===== config.mk =====
export PLATFORM = sky130hd
export DESIGN_NAME = fsc_regs
export DESIGN_NICKNAME = d
export VERILOG_FILES = /design/src/design/fsc_pkg.sv /design/src/design/fsc_regs.sv
export SDC_FILE = /design/constraint.sdc
export NUM_CORES = 1
export LEC_CHECK = 0
export ABC_AREA = 1
export BUFFER_PORTS_ARGS = -buffer_cell sky130_fd_sc_hd__buf_2
export CAP_MARGIN = 20
export CORE_ASPECT_RATIO = 2
export CORE_UTILIZATION = 58
export CTS_CLUSTER_DIAMETER = 120
export DETAILED_ROUTE_END_ITERATION = 16
export PLACE_DENSITY = 0.82
export SLEW_MARGIN = 20
export SYNTH_ARGS = -nofsm -noshare
export SYNTH_HDL_FRONTEND = slang
export SYNTH_SLANG_ARGS = --single-unit

===== constraint.sdc =====
create_clock -name clk -period 2 [get_ports clk]
set_clock_uncertainty 0.1 [all_clocks]
set_input_delay 0.2 -clock clk [delete_from_list [all_inputs] [get_ports clk]]
set_output_delay 0.2 -clock clk [all_outputs]
set_load 0.05 [all_outputs]

===== src/design/fsc_pkg.sv =====
// Package of offsets, field positions, reset values and codes for the
// flash security and configuration register bank.
// Assumes a byte-wide register port with a 5-bit address.
package fsc_pkg;
  // ==========================================================
  // Register offsets
  localparam logic [4:0] OFS_SECURITY = 5'h01;
  localparam logic [4:0] OFS_TEST_CTRL = 5'h02;
  localparam logic [4:0] OFS_CONFIG = 5'h03;
  localparam logic [4:0] OFS_BANK_FIRST = 5'h04;
  localparam logic [4:0] OFS_BANK_LAST = 5'h0b;
  localparam logic [4:0] OFS_IRQ_STATUS = 5'h10;
  localparam logic [4:0] OFS_IRQ_MASK = 5'h11;
  // ==========================================================
  // Field positions
  localparam int PERMIT_HI = 7;
  localparam int PERMIT_LO = 6;
  localparam int LOCK_HI = 1;
  localparam int LOCK_LO = 0;
  localparam int BCAST_BIT = 4;
  localparam int BE_IE_BIT = 7;
  localparam int DONE_IE_BIT = 6;
  localparam int KEY_MODE_BIT = 5;
  localparam int BANK_BIT = 0;
  // Interrupt status bits
  localparam int EV_BUF_EMPTY = 0;
  localparam int EV_ALL_DONE = 1;
  localparam int EV_UNLOCK = 2;
  localparam int EV_LOADED = 3;
  // ==========================================================
  // Codes and reset values
  localparam logic [1:0] PERMIT_ON = 2'h2;
  localparam logic [1:0] LOCK_OPEN = 2'h2;
  localparam logic [15:0] NV_SECURITY_ADDR = 16'hff0f;
  localparam logic [7:0] SECURITY_RST = 8'hff;
  localparam logic [7:0] BYTE_ZERO = 8'h00;
  localparam logic [3:0] EV_ZERO = 4'h0;
  localparam logic [7:0] CFG_WR_MASK = 8'he1;
  localparam logic [7:0] TEST_WR_MASK = 8'h10;
  // ==========================================================
  // Reset-time load sequence
  typedef enum logic [1:0] {
    FSC_LOAD_REQ = 2'b00,
    FSC_LOAD_WAIT = 2'b01,
    FSC_RUN = 2'b11
  } fsc_state_t;
endpackage


===== src/design/fsc_regs.sv =====
// Unbanked security, test and configuration registers of a flash
// controller, plus two banks of eight banked register bytes.
// Assumes a same-clock register port, a nonvolatile reader that answers
// one request, and command logic that supplies the buffer flags.
//
// Contract
// - Security byte is fully readable; software writes to it are ignored.
// - Security byte loads from nonvolatile location ff0f during reset sequence.
// - Backdoor key access is enabled only when permit field equals 10.
// - Successful backdoor unlock forces lock state to read 10.
// - Normal mode: test register reads zero and ignores writes.
// - Broadcast write bit 4 is writable only in special mode.
// - Broadcast set writes all banks; clear writes only the chosen bank.
// - Config bits 7,6,5,0 read/write; other bits read zero.
// - Key write mode bit is writable only when permit equals 10.
// - Buffer-empty enable set requests interrupt while buffer-empty flag set.
// - Done enable set requests interrupt while all-done flag set.
// - Key write mode clear: array writes start command sequences.
// - Key write mode set: array writes are keys; array reads invalid.
// - Bank choice 0 selects block 0 set, 1 selects block 1.
// - Offsets 04 to 0b exist per block, routed by bank choice.
//
// Decided for this implementation: the address-and-strobe port.
`timescale 1ns/100ps
module fsc_regs (
  input wire logic clk,
  input wire logic rst,
  input wire logic [4:0] reg_addr,
  input wire logic [7:0] reg_wdata,
  input wire logic reg_wr,
  input wire logic reg_rd,
  output logic [7:0] reg_rdata,
  input wire logic special_mode_pin,
  output logic nv_rd_req,
  output logic [15:0] nv_rd_addr,
  input wire logic nv_rd_valid,
  input wire logic [7:0] nv_rd_data,
  output logic load_done,
  input wire logic backdoor_unlock,
  output logic key_access_enabled,
  output logic part_unsecured,
  input wire logic array_wr,
  input wire logic array_rd,
  output logic array_cmd_start,
  output logic array_key_write,
  output logic array_rdata_valid,
  output logic bank_choice,
  output logic broadcast_write,
  output logic [15:0] bank0_regs_flat,
  output logic [15:0] bank1_regs_flat,
  input wire logic buffer_empty_flag,
  input wire logic all_done_flag,
  output logic buffer_empty_irq,
  output logic done_irq,
  output logic irq
);

  // ==========================================================
  // Helpers
  function automatic logic hit(input logic [4:0] a, input logic [4:0] o);
    hit = (a == o);
  endfunction

  function automatic logic [7:0] merge(input logic [7:0] old_v, input logic [7:0] new_v,
                                       input logic [7:0] mask);
    merge = (old_v & ~mask) | (new_v & mask);
  endfunction

  // ==========================================================
  // Register access decode
  logic bank_hit;
  logic [2:0] bank_idx;
  logic wr_test;
  logic wr_cfg;
  logic wr_bank;
  logic wr_mask;
  logic rd_status;

  assign bank_hit = (reg_addr >= fsc_pkg::OFS_BANK_FIRST) && (reg_addr <= fsc_pkg::OFS_BANK_LAST);
  assign bank_idx = 3'(reg_addr - fsc_pkg::OFS_BANK_FIRST);
  assign wr_test = reg_wr && hit(reg_addr, fsc_pkg::OFS_TEST_CTRL);
  assign wr_cfg = reg_wr && hit(reg_addr, fsc_pkg::OFS_CONFIG);
  assign wr_bank = reg_wr && bank_hit;
  assign wr_mask = reg_wr && hit(reg_addr, fsc_pkg::OFS_IRQ_MASK);
  assign rd_status = reg_rd && hit(reg_addr, fsc_pkg::OFS_IRQ_STATUS);

  // ==========================================================
  // Special mode pin synchroniser
  logic mode_s1_q;
  logic mode_s1_d;
  logic mode_s2_q;
  logic mode_s2_d;

  always_comb begin
    mode_s1_d = special_mode_pin;
    mode_s2_d = mode_s1_q;
  end

  always_ff @(posedge clk) begin
    if (rst) begin
      mode_s1_q <= 1'b0;
      mode_s2_q <= 1'b0;
    end else begin
      mode_s1_q <= mode_s1_d;
      mode_s2_q <= mode_s2_d;
    end
  end

  // ==========================================================
  // Reset-time load of the security byte
  fsc_pkg::fsc_state_t state_q;
  fsc_pkg::fsc_state_t state_d;
  logic [7:0] sec_q;
  logic [7:0] sec_d;
  logic unlocked_q;
  logic unlocked_d;

  always_comb begin
    state_d = state_q;
    sec_d = sec_q;
    case (state_q)
      fsc_pkg::FSC_LOAD_REQ: begin
        state_d = fsc_pkg::FSC_LOAD_WAIT;
      end
      fsc_pkg::FSC_LOAD_WAIT: begin
        if (nv_rd_valid) begin
          sec_d = nv_rd_data;
          state_d = fsc_pkg::FSC_RUN;
        end
      end
      fsc_pkg::FSC_RUN: begin
        state_d = fsc_pkg::FSC_RUN;
      end
      default: begin
        state_d = fsc_pkg::FSC_LOAD_REQ;
      end
    endcase
  end

  always_ff @(posedge clk) begin
    if (rst) begin
      state_q <= fsc_pkg::FSC_LOAD_REQ;
      sec_q <= fsc_pkg::SECURITY_RST;
    end else begin
      state_q <= state_d;
      sec_q <= sec_d;
    end
  end

  assign nv_rd_req = (state_q == fsc_pkg::FSC_LOAD_REQ);
  assign nv_rd_addr = fsc_pkg::NV_SECURITY_ADDR;
  assign load_done = (state_q == fsc_pkg::FSC_RUN);

  // ==========================================================
  // Backdoor unlock latch, held until the next reset
  always_comb begin
    unlocked_d = unlocked_q;
    if (load_done && backdoor_unlock && key_access_enabled) begin
      unlocked_d = 1'b1;
    end
  end

  always_ff @(posedge clk) begin
    if (rst) begin
      unlocked_q <= 1'b0;
    end else begin
      unlocked_q <= unlocked_d;
    end
  end

  // Security view: lock field forced open after a backdoor unlock
  logic [7:0] sec_view;
  always_comb begin
    sec_view = sec_q;
    if (unlocked_q) begin
      sec_view[fsc_pkg::LOCK_HI:fsc_pkg::LOCK_LO] = fsc_pkg::LOCK_OPEN;
    end
  end

  assign key_access_enabled =
    (sec_q[fsc_pkg::PERMIT_HI:fsc_pkg::PERMIT_LO] == fsc_pkg::PERMIT_ON);
  assign part_unsecured =
    (sec_view[fsc_pkg::LOCK_HI:fsc_pkg::LOCK_LO] == fsc_pkg::LOCK_OPEN);

  // ==========================================================
  // Test control and configuration registers
  logic [7:0] test_q;
  logic [7:0] test_d;
  logic [7:0] cfg_q;
  logic [7:0] cfg_d;
  logic [7:0] cfg_mask;

  always_comb begin
    test_d = test_q;
    if (wr_test && mode_s2_q) begin
      test_d = merge(test_q, reg_wdata, fsc_pkg::TEST_WR_MASK);
    end
    if (!mode_s2_q) begin
      test_d = fsc_pkg::BYTE_ZERO;
    end
  end

  always_ff @(posedge clk) begin
    if (rst) begin
      test_q <= fsc_pkg::BYTE_ZERO;
    end else begin
      test_q <= test_d;
    end
  end

  always_comb begin
    cfg_mask = fsc_pkg::CFG_WR_MASK;
    if (!key_access_enabled) begin
      cfg_mask[fsc_pkg::KEY_MODE_BIT] = 1'b0;
    end
    cfg_d = cfg_q;
    if (wr_cfg) begin
      cfg_d = merge(cfg_q, reg_wdata, cfg_mask);
    end
  end

  always_ff @(posedge clk) begin
    if (rst) begin
      cfg_q <= fsc_pkg::BYTE_ZERO;
    end else begin
      cfg_q <= cfg_d;
    end
  end

  assign broadcast_write = test_q[fsc_pkg::BCAST_BIT];
  assign bank_choice = cfg_q[fsc_pkg::BANK_BIT];

  // ==========================================================
  // Banked registers, one set per array block
  logic [7:0] bank0_q [8];
  logic [7:0] bank0_d [8];
  logic [7:0] bank1_q [8];
  logic [7:0] bank1_d [8];
  logic [7:0] bank_rdata;

  always_comb begin
    bank0_d = bank0_q;
    bank1_d = bank1_q;
    if (wr_bank) begin
      if (broadcast_write || !bank_choice) begin
        bank0_d[bank_idx] = reg_wdata;
      end
      if (broadcast_write || bank_choice) begin
        bank1_d[bank_idx] = reg_wdata;
      end
    end
  end

  always_ff @(posedge clk) begin
    if (rst) begin
      for (int i = 0; i < 8; i++) begin
        bank0_q[i] <= fsc_pkg::BYTE_ZERO;
        bank1_q[i] <= fsc_pkg::BYTE_ZERO;
      end
    end else begin
      bank0_q <= bank0_d;
      bank1_q <= bank1_d;
    end
  end

  assign bank0_regs_flat = {bank0_q[1], bank0_q[0]};
  assign bank1_regs_flat = {bank1_q[1], bank1_q[0]};

  always_comb begin
    bank_rdata = bank0_q[bank_idx];
    if (bank_choice) begin
      bank_rdata = bank1_q[bank_idx];
    end
  end

  // ==========================================================
  // Flash array access steering
  assign array_cmd_start = array_wr && !cfg_q[fsc_pkg::KEY_MODE_BIT];
  assign array_key_write = array_wr && cfg_q[fsc_pkg::KEY_MODE_BIT];
  assign array_rdata_valid = array_rd && !cfg_q[fsc_pkg::KEY_MODE_BIT];

  // ==========================================================
  // Flash interrupt requests
  assign buffer_empty_irq = buffer_empty_flag && cfg_q[fsc_pkg::BE_IE_BIT];
  assign done_irq = all_done_flag && cfg_q[fsc_pkg::DONE_IE_BIT];

  // ==========================================================
  // Event status, mask and interrupt line
  logic [3:0] ev_q;
  logic [3:0] ev_d;
  logic [3:0] mask_q;
  logic [3:0] mask_d;
  logic be_prev_q;
  logic be_prev_d;
  logic done_prev_q;
  logic done_prev_d;
  logic load_prev_q;
  logic load_prev_d;
  logic [3:0] ev_set;

  always_comb begin
    ev_set = fsc_pkg::EV_ZERO;
    ev_set[fsc_pkg::EV_BUF_EMPTY] = buffer_empty_flag && !be_prev_q;
    ev_set[fsc_pkg::EV_ALL_DONE] = all_done_flag && !done_prev_q;
    ev_set[fsc_pkg::EV_UNLOCK] = unlocked_d && !unlocked_q;
    ev_set[fsc_pkg::EV_LOADED] = load_done && !load_prev_q;
  end

  always_comb begin
    be_prev_d = buffer_empty_flag;
    done_prev_d = all_done_flag;
    load_prev_d = load_done;
    ev_d = ev_q;
    if (rd_status) begin
      ev_d = fsc_pkg::EV_ZERO;
    end
    ev_d = ev_d | ev_set;
    mask_d = mask_q;
    if (wr_mask) begin
      mask_d = reg_wdata[3:0];
    end
  end

  always_ff @(posedge clk) begin
    if (rst) begin
      ev_q <= fsc_pkg::EV_ZERO;
      mask_q <= fsc_pkg::EV_ZERO;
      be_prev_q <= 1'b0;
      done_prev_q <= 1'b0;
      load_prev_q <= 1'b0;
    end else begin
      ev_q <= ev_d;
      mask_q <= mask_d;
      be_prev_q <= be_prev_d;
      done_prev_q <= done_prev_d;
      load_prev_q <= load_prev_d;
    end
  end

  assign irq = |(ev_q & mask_q);

  // ==========================================================
  // Read data, valid in the cycle after the read strobe
  logic [7:0] rdata_q;
  logic [7:0] rdata_d;

  always_comb begin
    rdata_d = fsc_pkg::BYTE_ZERO;
    if (reg_rd) begin
      if (hit(reg_addr, fsc_pkg::OFS_SECURITY)) begin
        rdata_d = sec_view;
      end else if (hit(reg_addr, fsc_pkg::OFS_TEST_CTRL)) begin
        rdata_d = test_q;
      end else if (hit(reg_addr, fsc_pkg::OFS_CONFIG)) begin
        rdata_d = cfg_q;
      end else if (bank_hit) begin
        rdata_d = bank_rdata;
      end else if (hit(reg_addr, fsc_pkg::OFS_IRQ_STATUS)) begin
        rdata_d = {4'h0, ev_q};
      end else if (hit(reg_addr, fsc_pkg::OFS_IRQ_MASK)) begin
        rdata_d = {4'h0, mask_q};
      end
    end
  end

  always_ff @(posedge clk) begin
    if (rst) begin
      rdata_q <= fsc_pkg::BYTE_ZERO;
    end else begin
      rdata_q <= rdata_d;
    end
  end

  assign reg_rdata = rdata_q;

endmodule


==> reports/qor.yml <==
placementRows: 59
dr.first_iter.drc_count: 697
synth_compound_area_share_pct: 15.8
ir_worst_vdd_v: 0.000669
core_um2: 12900
globalRouteOverflowTotal: 0
yosysWarnings: 0
netlist_instances: 1101
yosys.area_share.xor_xnor_pct: 0
grt_usage_pct: 36.3
antenna_cells: 0
hp-class: "primary input to flop"
dp_hpwl_um: 17300
slew-limit-headroom_pct: 50.2
start_util_pct: 59.2
crit_fanout: 8
wl_per_cell_um: 18.6
viasPerCell: 5.70
r2r_slack_ns: 0.14
criticalPathCategory: "flop to flop"
cts_sinks: 165
avgSynthCellArea_um2: 6.95
crit_arrival_ns: 2.07
fin_util_pct: 67.3
grt_pass1_vias: 7212
cts_hold_buf: 13
layout-drive-gt1-share_pct: 16.5
root_buffer: "clkbuf_16"
worst_slew_pin_slew_ns: 0.740
placedCellCount: 1286
cts_tree: "yes"
leakagePower_nw: 4.03
rr_startpoint: "cfg_q[0]"
drc_errors: 0
instances_no_fill: 1331
power_density_nw_per_um2: 835
period_needed_ns: 1.86
detail_route.wirelength_um: 24700
antenna_found_initial: 0
grt_pass1_wl_um: 37700
clockBufferDepth: 2
place_congestion: 0.995
max_freq_mhz: 537
power.total_mw: 7.26
die_x_um: 83.2
fin_nets: 1198
syn2layout_area_growth_pct: 13.7
hold_path_depth: 3
synth_fa_ha_area_share_pct: 0
synth.cell_area_um2: 7650
finalSetupViolCount: 0
cts_inserted_buffers: 17
hold_start: "reg_wr"
r2r_cells: 6
ios: 100
vias: 7589
hold_viol_final: 0
r2r_end: "bank0_q[27]"
min_period_over_period_pct: 93.2
drtPass1Iterations: 6
required_ns: 2.21
holdPathEnd: "mask_q[1]"
htreeDepth: 4
status: "finished, final reports clean"
path_clk_slew_ns: 0.06
ys_seq_elements: 165
synth_top_family_by_area: "simple AND/OR/NAND/NOR gates"
ctsResizeCount: 0
synthMuxAreaShare_pct: 0
cp-end-kind: "flop"
ys_seq_area_share_pct: 43.2
port_buffers: 83
die_area_um2: 13700
cts_setup_buffers: 0
grt_setup_unrepaired: "no"
ys_types: 27
die_h_um: 164
fillers: 1158
tns_ns: 0
critPathLaunchType: "flop"
max_cap_violations: 0
grt_max_degree: 76
clk_latency_ns: 0.43
antenna_left: 0
yosys.area_share.simple_pct: 29.2
final_max_slew_viol_count: 0
[state kept, by name (all words and copies together) (netlist names), 2 cells and up, named ones only]
| name | cells |
|---|---|
| ev_q | 4 |
| sec_q | 8 |
| reg_rdata | 8 |
| bank1_q | 48 |
| bank1_regs_flat | 16 |
| bank0_q | 48 |
| bank0_regs_flat | 16 |
| mask_q | 4 |
| cfg_q | 3 |
| state_q | 2 |
[worst max path at each step]
stage,slack [ns],startpoint,cells after the start,end
2_1_floorplan,0.01,cfg_q[0],7,bank0_regs_flat[3]
3_3_place_gp,0.15,reg_addr[1],9,bank1_q[40]
3_5_place_dp,0.1,reg_addr[1],9,bank1_q[45]
4_1_cts,0.17,cfg_q[0],6,bank0_q[27]
5_1_grt,0.10,cfg_q[0],6,bank0_q[32]
6_report,0.14,cfg_q[0],6,bank0_q[27]
[per-layer routing]
metal	routed length, um	track usage, %	up-vias
li1	-	-	3587
met5	0	0	-
met1	8130	34.2	3432
met3	1650	7.65	157
met2	12400	64.1	413
met4	2520	35.7	0
[cells in the mapped netlist, drive strengths merged]
cell type    n  share of area [%]
nor2       301                 17
nand2      167                8.5
dfxtp      165                 43
o21ai      159                 11
inv         78                3.8
buf         71                6.5
nand3       51                3.3
a21oi       47                3.1
clkbuf      29                1.4
o22ai       17                1.4
o211ai       6               0.59
nand4        3               0.25
nor3         3               0.26
conb         2              0.098
nand3b       2               0.20
[worst max-delay path, stage by stage, from the launching register on]
cell	delay, ns
dfxtp_1	0.44
inv_1	0.12
o21ai_4	0.58
nor2_4	0.05
buf_4	0.18
o21ai_0	0.21
nor2_1	0.07
[placed cells by master (no fill, tap or decap), types with 2 or more instances in the layout]
master           n
clkinv_4         3
o211ai_1         6
o21ai_0        147
nand4_1          3
o21ai_4          2
a21oi_1         47
dfxtp_1        165
nor2_4          17
clkbuf_16       17
nor2_2           2
inv_2           19
buf_4           33
clkinvlp_4       3
nor3_1           2
nand2_4          2
inv_1           59
nand2_2          3
buf_2           83
o22ai_1         17
nand3b_1         2
nand2_1        162
inv_6            3
nor2_1         281
nand3_1         51
clkbuf_1         3
buf_12           3
dlygate4sd3_1   13
conb_1          16
o21ai_1         10
[cell type report]
| cell class | instances | area (um^2) | area share [%] |
|---|---|---|---|
| multi-input cells | 772 | 3500 | 40.3 |
| flip-flops and latches | 165 | 3300 | 38.0 |
| repair buffers | 132 | 853 | 9.81 |
| clock buffers | 20 | 437 | 5.02 |
| inverters | 78 | 293 | 3.37 |
| well taps | 152 | 190 | 2.19 |
| clock inverters | 12 | 121 | 1.40 |
[stage by stage]
| stage | hold slack (ns) | worst slack (ns) | area (um^2) |
|---|---|---|---|
| 6_report | 0.0356 | 0.136 | 8700 |
| 4_1_cts | 0.0304 | 0.171 | 8700 |
| 3_3_place_gp | 0.303 | 0.145 | 8010 |
| 2_1_floorplan | 0.207 | 0.0116 | 7700 |
| 3_5_place_dp | 0.314 | 0.0994 | 8010 |
| 5_1_grt | 0.0550 | 0.103 | 8700 |
[kinds of logic after synthesis]
logic type,Yosys count
other,2
and+or+nand+nor,527
AOI/OAI and AO/OA,229
buffers and inverters,178
DFF,165
[power breakdown]
group          switching (mW)  internal (mW)
Clock                    1.40           1.74
Combinational           0.559          0.204
Sequential             0.0300           3.33
Note: power is estimated with default switching activity, not from simulation.
